## src/core/fpc_pkg.sv

```systemverilog
/*
 * fpc_pkg: constants and carrier types for the front panel controller.
 * assumes a 125 MHz system clock; all times are converted to cycles here.
 */
package fpc_pkg;

    // ************************************************************
    // timing
    // ************************************************************
    localparam int unsigned CLK_MHZ          = 125;
    localparam int unsigned TOGGLE_HOLD_MS   = 3000;
    localparam int unsigned ACTION_HOLD_MS   = 5000;
    localparam int unsigned BLINK_HALF_MS    = 250;
    localparam int unsigned IP_SHOW_MS       = 1000;
    localparam longint unsigned TOGGLE_HOLD_CYC = longint'(TOGGLE_HOLD_MS) * 1000 * CLK_MHZ;
    localparam longint unsigned ACTION_HOLD_CYC = longint'(ACTION_HOLD_MS) * 1000 * CLK_MHZ;
    localparam longint unsigned BLINK_HALF_CYC  = longint'(BLINK_HALF_MS) * 1000 * CLK_MHZ;
    localparam longint unsigned IP_SHOW_CYC     = longint'(IP_SHOW_MS) * 1000 * CLK_MHZ;

    // ************************************************************
    // selector settings and values
    // ************************************************************
    localparam logic [3:0] SEL_TOGGLE_TENS  = 4'h8;
    localparam logic [3:0] SEL_TOGGLE_UNITS = 4'h9;
    localparam logic [3:0] SEL_SD_TENS      = 4'h1;
    localparam logic [3:0] SEL_LOAD_UNITS   = 4'h0;
    localparam logic [3:0] SEL_SAVE_UNITS   = 4'h1;
    localparam logic [3:0] SEL_STOP_UNITS   = 4'h2;
    localparam logic [3:0] SEL_RESTART_UNITS = 4'h3;
    localparam logic [3:0] SEL_SINGLE_SW    = 4'h1;
    localparam logic [3:0] SEL_SINGLE_MIN   = 4'h2;
    localparam logic [3:0] SEL_SINGLE_MAX   = 4'h9;
    localparam logic [7:0] SINGLE_OCTET_BASE = 8'h64;
    localparam logic [1:0] ACTIVE_DYN_BRAKE = 2'h3;

    // ************************************************************
    // display character codes
    // ************************************************************
    localparam logic [7:0] CH_LOADING = 8'h2D;
    localparam logic [7:0] CH_OPER    = 8'h6F;
    localparam logic [7:0] CH_FAULT   = 8'h46;
    localparam logic [7:0] CH_WARN    = 8'h6E;
    localparam logic [7:0] CH_IP_I    = 8'h49;
    localparam logic [7:0] CH_IP_P    = 8'h50;
    localparam logic [7:0] CH_DNLD    = 8'h64;
    localparam logic [7:0] CH_DIGIT0  = 8'h30;
    localparam logic [7:0] CH_BLANK   = 8'h20;

    typedef enum logic [1:0] {
        ADDR_DHCP,
        ADDR_STATIC_SEL,
        ADDR_STATIC_CFG
    } fpc_addr_mode_t;

    typedef struct packed {
        fpc_addr_mode_t mode;
        logic [7:0]     last_octet;
        logic           valid;
    } fpc_addr_t;

    typedef struct packed {
        logic [7:0] left;
        logic [7:0] right;
        logic       dp;
    } fpc_disp_t;

    typedef struct packed {
        logic fieldbus_toggle;
        logic sd_load;
        logic sd_save;
        logic prog_stop;
        logic prog_restart;
    } fpc_req_t;

endpackage

```

## src/core/fpc_front_panel.sv

```systemverilog
/*
 * fpc_front_panel: front panel logic of a servo drive. Decodes rotary
 * selectors at power-up, times the front push button and raises action
 * requests, and chooses the two character display codes.
 * assumes selectors and button are asynchronous pins; drive status inputs
 * come from logic on clk. rst_n is the logic-supply power-on reset.
 */
// Overview of operation
// both selectors zero at power-up: DHCP
// otherwise static address, octet 01..99 only
// 8/9, enabled power, disabled, 3 s: toggle fieldbus
// 1/0 with io option, 5 s: SD load
// 1/1 with io option, 5 s: SD save
// 1/2 programmable variant, 5 s: stop program
// 1/3 programmable variant, 5 s: restart program
// single selector 0 at power-up: DHCP
// single selector 1: software-configured static address
// single selector 2..9: octet 100 plus value
// short press shows network address
// display o mode, F fault, n warning, IP, d
// point steady when enabled, flashing in state 3
// loading indication until logic image is ready
// SD requests only when stopped and disabled
// hold timer counts while held, fires once
// short release is short press; undefined settings idle
`timescale 1ns/1ps
module fpc_front_panel #(
    parameter longint unsigned TOGGLE_CYC = fpc_pkg::TOGGLE_HOLD_CYC,
    parameter longint unsigned ACTION_CYC = fpc_pkg::ACTION_HOLD_CYC,
    parameter longint unsigned BLINK_CYC  = fpc_pkg::BLINK_HALF_CYC,
    parameter longint unsigned IPSHOW_CYC = fpc_pkg::IP_SHOW_CYC,
    parameter int unsigned     CNT_W      = 30
) (
    // clock and reset
    input  wire logic              clk,
    input  wire logic              rst_n,
    // variant straps
    input  wire logic              single_selector_variant,
    input  wire logic              fieldbus_variant,
    input  wire logic              io_expansion_option,
    input  wire logic              programmable_variant,
    // operator pins
    input  wire logic [3:0]        tens_rotary_selector,
    input  wire logic [3:0]        units_rotary_selector,
    input  wire logic [3:0]        single_rotary_selector,
    input  wire logic              front_push_button,
    // drive state
    input  wire logic              logic_image_ready,
    input  wire logic              power_present,
    input  wire logic              drive_enabled,
    input  wire logic              program_running,
    input  wire logic [1:0]        drive_activity_state,
    input  wire logic [1:0]        operating_mode,
    input  wire logic              fault_active,
    input  wire logic [3:0]        fault_code,
    input  wire logic              warning_active,
    input  wire logic [3:0]        warning_code,
    input  wire logic              download_active,
    input  wire logic [3:0]        download_step,
    input  wire logic [7:0]        current_octet,
    // results
    output fpc_pkg::fpc_addr_t     addr_select,
    output fpc_pkg::fpc_req_t      action_req,
    output fpc_pkg::fpc_disp_t     display
);
    import fpc_pkg::*;

    // ************************************************************
    // pin synchronisers: three stages, change taken when 2 and 3 agree
    // ************************************************************
    localparam int unsigned PW = 13;
    logic [PW-1:0] pin_raw;
    logic [PW-1:0] s1_ff, s2_ff, s3_ff, clean_ff;
    logic [PW-1:0] nxt_s1, nxt_s2, nxt_s3, nxt_clean;

    assign pin_raw = {front_push_button, single_rotary_selector, units_rotary_selector, tens_rotary_selector};

    always_comb begin
        nxt_s1    = pin_raw;
        nxt_s2    = s1_ff;
        nxt_s3    = s2_ff;
        nxt_clean = clean_ff;
        for (int i = 0; i < PW; i++) begin
            if (s2_ff[i] == s3_ff[i]) begin
                nxt_clean[i] = s3_ff[i];
            end
        end
    end

    always_ff @(posedge clk or negedge rst_n) begin
        if (!rst_n) begin
            s1_ff    <= '0;
            s2_ff    <= '0;
            s3_ff    <= '0;
            clean_ff <= '0;
        end else begin
            s1_ff    <= nxt_s1;
            s2_ff    <= nxt_s2;
            s3_ff    <= nxt_s3;
            clean_ff <= nxt_clean;
        end
    end

    logic [3:0] tens, units, single;
    logic       btn;
    assign tens   = clean_ff[3:0];
    assign units  = clean_ff[7:4];
    assign single = clean_ff[11:8];
    assign btn    = clean_ff[12];

    // ************************************************************
    // power-up address capture, once the synchronisers have settled
    // ************************************************************
    logic [2:0] settle_ff, nxt_settle;
    fpc_addr_t  addr_ff, nxt_addr;
    logic [7:0] two_digit;

    assign two_digit = 8'({4'h0, tens} * 8'h0A + {4'h0, units});

    always_comb begin
        nxt_settle = settle_ff;
        nxt_addr   = addr_ff;
        if (settle_ff != 3'h7) begin
            nxt_settle = 3'(settle_ff + 3'h1);
        end
        // selectors are read only at power-up; later turns are for actions
        if (settle_ff == 3'h6) begin
            nxt_addr.valid = 1'b1;
            if (single_selector_variant) begin
                if (single == 4'h0) begin
                    nxt_addr.mode       = ADDR_DHCP;
                    nxt_addr.last_octet = 8'h00;
                end else if (single == SEL_SINGLE_SW) begin
                    nxt_addr.mode       = ADDR_STATIC_CFG;
                    nxt_addr.last_octet = 8'h00;
                end else if (single >= SEL_SINGLE_MIN && single <= SEL_SINGLE_MAX) begin
                    nxt_addr.mode       = ADDR_STATIC_SEL;
                    nxt_addr.last_octet = 8'(SINGLE_OCTET_BASE + {4'h0, single});
                end else begin
                    // out of range position leaves the selection invalid, mode DHCP
                    nxt_addr.mode       = ADDR_DHCP;
                    nxt_addr.last_octet = 8'h00;
                    nxt_addr.valid      = 1'b0;
                end
            end else if (tens == 4'h0 && units == 4'h0) begin
                nxt_addr.mode       = ADDR_DHCP;
                nxt_addr.last_octet = 8'h00;
            end else begin
                nxt_addr.mode       = ADDR_STATIC_SEL;
                nxt_addr.last_octet = two_digit;
                nxt_addr.valid      = (tens <= 4'h9) && (units <= 4'h9);
            end
        end
    end

    always_ff @(posedge clk or negedge rst_n) begin
        if (!rst_n) begin
            settle_ff <= '0;
            addr_ff   <= '{mode: ADDR_DHCP, last_octet: 8'h00, valid: 1'b0};
        end else begin
            settle_ff <= nxt_settle;
            addr_ff   <= nxt_addr;
        end
    end
    assign addr_select = addr_ff;

    // ************************************************************
    // button hold timer and action dispatch
    // ************************************************************
    logic [CNT_W-1:0] hold_ff, nxt_hold;
    logic             fired_ff, nxt_fired;
    logic             btn_d_ff, nxt_btn_d;
    fpc_req_t         req_ff, nxt_req;
    logic             short_ff, nxt_short;
    logic             sel_toggle, sel_load, sel_save, sel_stop, sel_restart;
    logic             drive_idle;

    assign drive_idle  = power_present && !drive_enabled;
    assign sel_toggle  = fieldbus_variant && tens == SEL_TOGGLE_TENS && units == SEL_TOGGLE_UNITS;
    assign sel_load    = io_expansion_option && tens == SEL_SD_TENS && units == SEL_LOAD_UNITS;
    assign sel_save    = io_expansion_option && tens == SEL_SD_TENS && units == SEL_SAVE_UNITS;
    assign sel_stop    = programmable_variant && tens == SEL_SD_TENS && units == SEL_STOP_UNITS;
    assign sel_restart = programmable_variant && tens == SEL_SD_TENS && units == SEL_RESTART_UNITS;

    always_comb begin
        nxt_hold  = '0;
        nxt_fired = 1'b0;
        nxt_btn_d = btn;
        nxt_req   = '0;
        nxt_short = 1'b0;
        if (btn) begin
            nxt_fired = fired_ff;
            nxt_hold  = (hold_ff == CNT_W'(ACTION_CYC)) ? hold_ff : CNT_W'(hold_ff + 1'b1);
            if (!fired_ff && !single_selector_variant) begin
                if (hold_ff == CNT_W'(TOGGLE_CYC - 1) && sel_toggle && drive_idle) begin
                    nxt_req.fieldbus_toggle = 1'b1;
                    nxt_fired               = 1'b1;
                end
                if (hold_ff == CNT_W'(ACTION_CYC - 1)) begin
                    // refused requests still count as the press's one action
                    nxt_fired            = 1'b1;
                    nxt_req.sd_load      = sel_load && drive_idle && !program_running;
                    nxt_req.sd_save      = sel_save && drive_idle && !program_running;
                    nxt_req.prog_stop    = sel_stop && power_present;
                    nxt_req.prog_restart = sel_restart && power_present;
                end
            end
        end else if (btn_d_ff && hold_ff < CNT_W'(TOGGLE_CYC - 1)) begin
            nxt_short = 1'b1;
        end
    end

    always_ff @(posedge clk or negedge rst_n) begin
        if (!rst_n) begin
            hold_ff  <= '0;
            fired_ff <= 1'b0;
            btn_d_ff <= 1'b0;
            req_ff   <= '0;
            short_ff <= 1'b0;
        end else begin
            hold_ff  <= nxt_hold;
            fired_ff <= nxt_fired;
            btn_d_ff <= nxt_btn_d;
            req_ff   <= nxt_req;
            short_ff <= nxt_short;
        end
    end
    assign action_req = req_ff;

    // ************************************************************
    // display: address sequence, status code, decimal point
    // ************************************************************
    typedef enum logic [1:0] {IPS_IDLE, IPS_TAG, IPS_HIGH, IPS_LOW} fpc_ip_state_t;
    fpc_ip_state_t    ip_st_ff, nxt_ip_st;
    logic [CNT_W-1:0] ip_cnt_ff, nxt_ip_cnt;
    logic [CNT_W-1:0] blink_ff, nxt_blink;
    logic             blink_on_ff, nxt_blink_on;
    fpc_disp_t        disp_ff, nxt_disp;
    logic [7:0]       oct_hi, oct_lo;

    // digits of the octet: hundreds and tens shown first, then units beside a blank
    assign oct_hi = CH_DIGIT0 + 8'(current_octet / 8'd100);
    assign oct_lo = CH_DIGIT0 + 8'(current_octet % 8'd10);

    always_comb begin
        nxt_ip_st    = ip_st_ff;
        nxt_ip_cnt   = ip_cnt_ff;
        nxt_blink    = CNT_W'(blink_ff + 1'b1);
        nxt_blink_on = blink_on_ff;
        if (blink_ff >= CNT_W'(BLINK_CYC - 1)) begin
            nxt_blink    = '0;
            nxt_blink_on = !blink_on_ff;
        end
        case (ip_st_ff)
            IPS_IDLE: begin
                nxt_ip_cnt = '0;
                if (short_ff) begin
                    nxt_ip_st = IPS_TAG;
                end
            end
            IPS_TAG, IPS_HIGH, IPS_LOW: begin
                nxt_ip_cnt = CNT_W'(ip_cnt_ff + 1'b1);
                if (ip_cnt_ff >= CNT_W'(IPSHOW_CYC - 1)) begin
                    nxt_ip_cnt = '0;
                    case (ip_st_ff)
                        IPS_TAG:  nxt_ip_st = IPS_HIGH;
                        IPS_HIGH: nxt_ip_st = IPS_LOW;
                        default:  nxt_ip_st = IPS_IDLE;
                    endcase
                end
            end
            default: begin
                nxt_ip_st = IPS_IDLE;
            end
        endcase

        nxt_disp.dp = 1'b0;
        if (drive_activity_state == ACTIVE_DYN_BRAKE) begin
            nxt_disp.dp = blink_on_ff;
        end else if (drive_enabled) begin
            nxt_disp.dp = 1'b1;
        end
        if (!logic_image_ready) begin
            nxt_disp.left  = CH_LOADING;
            nxt_disp.right = CH_LOADING;
            nxt_disp.dp    = 1'b0;
        end else if (download_active) begin
            nxt_disp.left  = CH_DNLD;
            nxt_disp.right = CH_DIGIT0 + {4'h0, download_step};
        end else if (ip_st_ff == IPS_TAG) begin
            nxt_disp.left  = CH_IP_I;
            nxt_disp.right = CH_IP_P;
        end else if (ip_st_ff == IPS_HIGH) begin
            nxt_disp.left  = oct_hi;
            nxt_disp.right = CH_DIGIT0 + 8'((current_octet / 8'd10) % 8'd10);
        end else if (ip_st_ff == IPS_LOW) begin
            nxt_disp.left  = CH_BLANK;
            nxt_disp.right = oct_lo;
        end else if (fault_active) begin
            nxt_disp.left  = CH_FAULT;
            nxt_disp.right = CH_DIGIT0 + {4'h0, fault_code};
        end else if (warning_active) begin
            nxt_disp.left  = CH_WARN;
            nxt_disp.right = CH_DIGIT0 + {4'h0, warning_code};
        end else begin
            nxt_disp.left  = CH_OPER;
            nxt_disp.right = CH_DIGIT0 + {6'h00, operating_mode};
        end
    end

    always_ff @(posedge clk or negedge rst_n) begin
        if (!rst_n) begin
            ip_st_ff    <= IPS_IDLE;
            ip_cnt_ff   <= '0;
            blink_ff    <= '0;
            blink_on_ff <= 1'b0;
            disp_ff     <= '{left: CH_LOADING, right: CH_LOADING, dp: 1'b0};
        end else begin
            ip_st_ff    <= nxt_ip_st;
            ip_cnt_ff   <= nxt_ip_cnt;
            blink_ff    <= nxt_blink;
            blink_on_ff <= nxt_blink_on;
            disp_ff     <= nxt_disp;
        end
    end
    assign display = disp_ff;

endmodule

```

## config.mk

```make
export PLATFORM = sky130hd
export DESIGN_NAME = fpc_front_panel
export DESIGN_NICKNAME = d
export VERILOG_FILES = /design/src/core/fpc_pkg.sv /design/src/core/fpc_front_panel.sv
export SDC_FILE = /design/constraint.sdc
export NUM_CORES = 1
export LEC_CHECK = 0
export BUFFER_PORTS_ARGS = -buffer_cell sky130_fd_sc_hd__clkbuf_2
export CAP_MARGIN = 20
export CORE_AREA = 10 10 176 178
export CTS_BUF_LIST = sky130_fd_sc_hd__clkbuf_8
export CTS_CLUSTER_DIAMETER = 50
export CTS_CLUSTER_SIZE = 30
export DETAILED_ROUTE_END_ITERATION = 6
export DIE_AREA = 0 0 186 188
export GPL_TIMING_DRIVEN = 0
export REMOVE_ABC_BUFFERS = 1
export SLEW_MARGIN = 20
export SYNTH_ARGS = -nofsm -noshare
export SYNTH_HDL_FRONTEND = slang
export SYNTH_SLANG_ARGS = --single-unit
```

## constraint.sdc

```tcl
create_clock -name clk -period 2.3 [get_ports clk]
set_input_delay 0.46 -clock clk [delete_from_list [all_inputs] [get_ports clk]]
set_output_delay 0.46 -clock clk [all_outputs]
set_load 0.1 [all_outputs]
```

* Word level (Yosys, flattened, before mapping) *
Index checks and enable logic that the tools add are counted.

operators by class
  $lt $le $gt $ge = 7
  mux-type cells = 38
  $add $sub $neg = 13
  equality and inequality tests = 34
  reduce and logical (&&, ||, !) cells = 34
  multipliers = 1
  div/mod/pow operators = 4

operator list
  operator                                                       number
  two-way mux 30 bit                                             4
  adder 30 x 1 -> 30 bit (second input constant)                 3
  two-way mux 16 bit                                             4
  == test 30 bit (second input constant)                         2
  one-hot mux 30 bit (2 select lines)                            1
  == test 30 x 29 -> 1 bit (second input constant)               1
  >= comparator 30 x 25 -> 1 bit (second input constant)         1
  >= comparator 30 x 27 -> 1 bit (second input constant)         1
  less-than comparator 30 x 29 -> 1 bit (second input constant)  1
  two-way mux 9 bit                                              3
  adder 6 x 8 -> 8 bit (first input constant)                    3
  logical AND 1 bit                                              22
  adder 6 x 4 -> 7 bit (first input constant)                    3
  two-way mux 10 bit                                             2
  modulo 8 x 4 -> 8 bit (second input constant)                  2
  two-way mux 15 bit                                             1
  two-way mux 1 bit                                              14
  two-way mux 14 bit                                             1
  == test 1 bit                                                  13
  == test 4 x 1 -> 1 bit (second input constant)                 3
  less-or-equal comparator 4 bit (second input constant)         3
  logical NOT 4 bit                                              3
  two-way mux 11 bit                                             1
  two-way mux 5 bit                                              2
  other kinds (24)                                               37

storage, ports and cells
  word-level logic and storage cells = 167
  register bits = 184
  input port bits = 50

* Depth between registers and ports, before layout *
Gate-level depths: netlist of the first run.

  word-level depth = 9
  gate-level depth with buffers = 21
  mapped depth without buffers = 20

* Least setup slack after synthesis of the first run *
No wires, ideal clock.

  kind = input to register
  from = in current_octet[3]
  to = reg disp_ff (netlist bit display[6])
  cell stages on the path = 18
  buffers on the path = 1
  data arrival time = 3.982 ns
  setup time = 0.060 ns
  required time = 2.240 ns
  slack = -1.742 ns
  path through = buf_2 > inv_1 > ha_1 > and3b_1 > o21bai_1 > a22o_1 > o21a_1 > a311oi_4 > a31oi_4 > xnor2_2 > inv_1 > ha_1 > o21ai_1 > o211ai_1 > xnor2_1 > ha_1 > a221o_1 > nand2_1

RTL lines
  item                  RTL line                RTL
  from (decl)           fpc_front_panel.sv:60   input wire logic [7:0] current_octet,
  to (signal assigned)  fpc_front_panel.sv:317  disp_ff <= '{left: CH_LOADING, right: CH_LOADING, dp: 1'b0};
  to (signal assigned)  fpc_front_panel.sv:323  disp_ff <= nxt_disp;
  to (decl)             fpc_front_panel.sv:238  fpc_disp_t disp_ff, nxt_disp;

==> results.ini, run 1 <==
[logic_synthesis]
ys_ff_latch = 183
yosysSeqAreaShare_pct = 48.47
async_reset_ff_share_pct = 100.0
ys.flop_type = dfrtp_1
synth_edf_count = 0
synth.avg_cell_area_sq_um = 9.987
synth_area_sq_um = 9468
synthCells = 948
yosysWarnings = 0
synth_cell_types = 89

[grt]
grt.total_usage_pct = 12.15
antenna_found_initial = 0
grt_pass1_wl_microns = 35400
overflow = 0
grt_max_degree = 94
grt_pass1_vias = 7103

[setup_path]
r2r_slack_ns = -0.05
cp_cell_sequence = clkbuf_16 > clkinvlp_4 > ha_4 > and2b_4 > buf_6 > o211ai_4 > and4_1 > o21a_1 > a311oi_4 > a31oi_4 > xnor2_2 > inv_2 > ha_4 > o21ai_2 > o211ai_1 > xnor2_1 > ha_1 > a221o_1 > nand2_1
crit_type = in -> reg
required_ns = 2.71
crit_top_cell = ha_4
setup.worst_path.end = display[6]
path_buf_inv = 4
path_delay_family = compound AO/OA/AOI/OAI gates
cp_slowest_cell = a311oi_4
end_kind = flip-flop
crit_arrival_ns = 3.85
r2r-start = ip_cnt_ff[1]
cpPeakStageDelay_ns = 0.37
startpoint = current_octet[3]
worstSetupStartpointType = input port
cp_max_fo = 7
r2r_cells = 10
r2r-end = ip_st_ff[1]
cp_num_cells = 19

[power]
switching_share_pct = 37.15
cellPowerDensity_nw_per_um2 = 694.1
total_power_mw = 7.995
pwr-share-clk_pct = 26.5
ir_drop_v = 0.0002784
p_sw_mw = 2.970
total_leakage_power_nw = 4.927
pwr-share-seq_pct = 44.8
p_comb_share_pct = 28.7
internal_power_mw = 5.025

[detailed_routing]
firstDrtPassIters = 4
drt_iter0_markers = 525
wirelength_microns = 21140
wl_per_cell_microns = 14.67
drtAntennaViolNets = 0
vias = 7203
drcViolationCount = 0
vias_per_cell = 4.999

[die]
placementRows = 61
dieArea_sq_um = 34970
die_w_microns = 186
coreArea_sq_um = 27480
die_h_microns = 188
start_util_pct = 34.46
ios = 83

[run]
cap_violations = 0

[sta]
fmax_mhz = 290.2
slew_headroom_pct = 39.51
final_max_slew_viol_count = 0
fin_crit_ns = 3.446
rsz0062_at_grt = true
hold_violations = 0
fin_ws_ns = -1.146
final-setup-viol-count = 14
hold_ws_ns = 0.08964
skew_ns = 0.01583
finalCritPeriodShare_pct = 149.8
worst_slew_pin_slew_ns = 0.8999

[clock_tree]
cts-root-buf = clkbuf_8
ctsLongestPathBuffers = 2
cts_sinks = 183
cts_made_buffers = 17
clk_latency_ns = 0.47
clk_pin_slew_ns = 0.10
tritoncts = done
htreeDepth = 4

[outcome]
status = finished with violations
failed_checks = setup timing

[layout]
multi_input_area_sq_um = 4999
drive_above_1_share_pct = 25.30
fillers = 2651
regArea_sq_um = 4599
nets = 1166
antenna_cells = 0
area_growth_pct = 21.67

[place]
dp_hpwl_microns = 14250
portBuffers = 81
place.gp.congestion = 0.8031

[min_path]
hp-class = in -> reg
min-delay-start = single_rotary_selector[2]

logic make-up (layout without fill, tap and decap cells):
group	Yosys count	in the layout	share of synthesized area, %
and+or+nand+nor	394	394	20.67
DFF	183	183	48.47
AOI/OAI and AO/OA	174	176	13.40
xor gates and xnor gates	80	80	7.480
buffers and inverters	62	199	3.119
adders and majority gates	48	48	6.145
muxes	6	6	0.6740
other	1	9	0.03961
metal layers:
metal / wire length (microns) / share of wire [%] / GRT usage (%)
met4: 205 / 0.97 / 3.412
met1: 9944 / 47 / 16.03
met3: 643 / 3.0 / 2.204
met5: 0 / 0 / 0
met2: 10350 / 49 / 19.85
final cells by class:
cell class	instances	share of cell area, %
multi-input cells	713	43.39
flip-flops and latches	183	39.93
repair buffers	141	8.526
well taps	346	3.758
clock buffers	19	2.270
clock inverters	13	1.162
inverters	26	0.9667
worst reg2reg max path, stage by stage, from the launching register on:
cell,delay (ns)
dfrtp_1,0.40
ha_2,0.19
a311o_1,0.36
a211oi_2,0.20
o21bai_1,0.09
a21oi_1,0.15
o21ai_1,0.10
a21oi_2,0.22
o21ai_4,0.08
o21ai_2,0.12
mux2_4,0.31
power groups by stage:
stage,clock (mW),combinational [mW],sequential [mW]
2_1_floorplan,0,0.905,4.27
3_3_place_gp,0,2.03,3.64
3_5_place_dp,0,2.06,3.65
4_1_cts,2.19,2.20,3.59
5_1_grt,2.35,2.50,3.62
6_report,2.12,2.30,3.58
synth_stat cells, drive strengths merged, types with 21 or more instances:
| master | instances | area (sq um) |
|---|---|---|
| o21ai | 50 | 254.0 |
| xor2 | 37 | 324.1 |
| nor2 | 117 | 439.2 |
| dfrtp | 175 | 4379 |
| nand3 | 36 | 180.2 |
| nand2 | 92 | 345.3 |
| xnor2 | 43 | 384.1 |
| ha | 32 | 400.4 |
| a21oi | 28 | 151.4 |
| clkbuf | 21 | 78.83 |
| inv | 25 | 96.35 |
| and2 | 28 | 175.2 |
worst min path at each step:
stage	end	slack, ns	cells after the start
global route	nxt_s2[2]	0.05	1
global placement	nxt_s3[10]	0.34	0
detailed placement	display[13]	0.27	1
CTS	nxt_s2[10]	0.05	1
finish	nxt_s2[10]	0.09	1
floorplan	action_req[0]	0.16	0
through the flow:
| stage | instance area (sq um) | TNS, ns | worst slack (ns) | util [%] | std cells |
|---|---|---|---|---|---|
| after global routing | 11520 | -9.059 | -1.306 | 41.93 | 1441 |
| final | 11520 | -6.342 | -1.146 | 41.93 | 1441 |
| after CTS | 11130 | -6.007 | -1.104 | 40.51 | 1415 |
| after detailed placement | 10230 | -24.25 | -2.673 | 37.24 | 1350 |
| after global placement | 10140 | -569.18 | -2.677 | 36.91 | 1347 |
| after floorplan | 9303 | -33.08 | -1.663 | - | 920 |
state kept, by name (all words and copies together), names as in the netlist, 5 cells and up:
signal and flops:
action_req 5, addr_select 11, blink_ff 30, clean_ff 13, display 16, hold_ff 30, ip_cnt_ff 30, nxt_s2 13
nxt_s3 13, s3_ff 13
timing repair:
item,CTS,global route
cloned,1,1
buffers inserted,31,28
setup endpoints to repair,53,59
hold endpoints to repair,2,0
resized for setup,57,54
hold buffers,1,0
pin swaps,31,40
cells in the final DEF, fill, tap and decap left out, types with 7 or more instances in the layout:
cell type / instances
dfstp_2: 8
ha_1: 23
xor2_1: 37
maj3_1: 13
dfrtp_1: 167
inv_1: 18
clkbuf_8: 20
nand3_1: 35
xnor2_1: 42
and3_1: 12
and2_1: 28
o21a_1: 9
nor3_1: 15
or3_1: 10
a31oi_1: 7
o21ai_1: 8
dfrtp_2: 8
nand4_1: 18
o21ai_0: 36
conb_1: 9
o21bai_1: 7
nand2_1: 90
a21oi_1: 21
clkbuf_2: 75
nor2_1: 111
nor2b_1: 8
buf_4: 50
Note: power is estimated with default switching activity, not from simulation.
==> run 2: changes to the inputs <==
- CTS_BUF_LIST: sky130_fd_sc_hd__clkbuf_8 -> sky130_fd_sc_hd__clkbuf_16
==> results.ini, run 2 (synthesis results as in run 1) <==
[die]
die_h_microns = 188
ios = 83
coreArea_sq_um = 27480
placementRows = 61
die_w_microns = 186
start_util_pct = 34.46
dieArea_sq_um = 34970

[setup_path]
path_delay_family = compound AO/OA/AOI/OAI gates
path_buf_inv = 4
cpPeakStageDelay_ns = 0.38
cp_max_fo = 7
r2r_slack_ns = -0.05
cp_slowest_cell = a311oi_4
required_ns = 2.67
crit_top_cell = ha_4
cp_cell_sequence = clkbuf_16 > clkinvlp_4 > ha_4 > and2b_4 > buf_6 > o211ai_4 > and4_1 > o21a_1 > a311oi_4 > a31oi_4 > xnor2_2 > inv_2 > ha_4 > o21ai_2 > o211ai_1 > xnor2_1 > ha_1 > a221o_1 > nand2_1
worstSetupStartpointType = input port
end_kind = flip-flop
crit_arrival_ns = 3.85
crit_type = in -> reg

[layout]
fillers = 2623
final_cell_mix = dfrtp_1 (167), nor2_1 (104), nand2_1 (91)
top_regs = blink_ff x30, hold_ff x30, ip_cnt_ff x30
drive_above_1_share_pct = 25.55
nets = 1163
stdcell_count = 1438
final_cell_area_sq_um = 11740
area_growth_pct = 24.03
final_common_cell = dfrtp_1
antenna_cells = 0

[detailed_routing]
drt_iter0_markers = 531
wirelength_microns = 21230
wl_per_cell_microns = 14.76
vias_per_cell = 5.022
firstDrtPassIters = 5
vias = 7222
drcViolationCount = 0
drtAntennaViolNets = 0

[grt]
grt_pass1_wl_microns = 35270
grt_pass1_vias = 7044
grt.total_usage_pct = 12.13
antenna_found_initial = 0
overflow = 0
grt_max_degree = 94

[outcome]
status = finished with violations
failed_checks = setup timing

[place]
dp_hpwl_microns = 14250
pre_cts_ws_ns = -2.673
dp_cells = 1350
dpl_cell_area_sq_um = 10230
place.gp.congestion = 0.8031
portBuffers = 81

[clock_tree]
cts_sinks = 183
tritoncts = done
cts-root-buf = clkbuf_16
htreeDepth = 4
ctsLongestPathBuffers = 2
clk_latency_ns = 0.43
cts_made_buffers = 17
clk_pin_slew_ns = 0.07

[power]
ir_drop_v = 0.0003609
total_leakage_power_nw = 5.001
cellPowerDensity_nw_per_um2 = 736.3
total_power_mw = 8.646

[sta]
finalCritPeriodShare_pct = 151.5
rsz0062_at_grt = true
final-setup-viol-count = 11
setup_tns_ns = -6.697
hold_violations = 0
fmax_mhz = 287.0
worst_slew_pin_slew_ns = 0.8992
final_max_slew_viol_count = 0
fin_ws_ns = -1.185
fin_crit_ns = 3.485
slew_headroom_pct = 39.56
skew_ns = 0.01029

[run]
cap_violations = 0

[min_path]
hp-class = in -> reg

==> run 2: final cells by class <==
class,count,area (sq um),area share [%]
repair buffers,138,980.9,8.354
inverters,26,111.4,0.9483
well taps,346,432.9,3.687
clock inverters,15,141.4,1.204
clock buffers,17,425.4,3.623
multi-input cells,713,5051,43.02
flip-flops and latches,183,4599,39.17
==> run 2: final timing paths <==
| check | from | end | cells after the start |
|---|---|---|---|
| setup / recovery | current_octet[3] | display[6] | 19 |
| max in group asynchronous | rst_n | clean_ff[1] | 4 |
| hold reg to reg | nxt_s2[9] | nxt_s3[9] | 0 |
| min in group asynchronous | rst_n | display[13] | 2 |
| setup reg to reg | ip_cnt_ff[1] | ip_st_ff[1] | 10 |
| hold / removal | single_rotary_selector[2] | nxt_s2[10] | 1 |
==> run 2: routing by layer <==
metal  part of all wire (%)  vias to the layer above  global-route usage (%)
met5                      0                        -                       0
met4                   0.88                        0                   3.009
met3                    3.7                       14                   2.494
met2                     49                      112                   19.78
met1                     46                     3513                   16.01
li1                       -                     3583                       -
==> run 2: timing repair <==
item	4_1_cts	5_1_grt
endpoints found under the setup margin	53	69
gates resized for setup	55	69
setup buffers	29	26
hold buffers	1	0
endpoints found under the hold margin	2	0
cloned	1	2
pin swaps	32	49
==> run 2: through the flow <==
step / util [%] / hold WS (ns)
after global routing: 42.74 / 0.1032
after CTS: 41.06 / 0.1058
after floorplan: - / 0.1644
final: 42.74 / 0.1320
after detailed placement: 37.24 / 0.2736
after global placement: 36.91 / 0.3353
==> run 2: power by group <==
part	switching [mW]	internal (mW)
clock	1.32	1.43
combinational	1.57	0.734
sequential	0.149	3.43
total	3.05	5.60
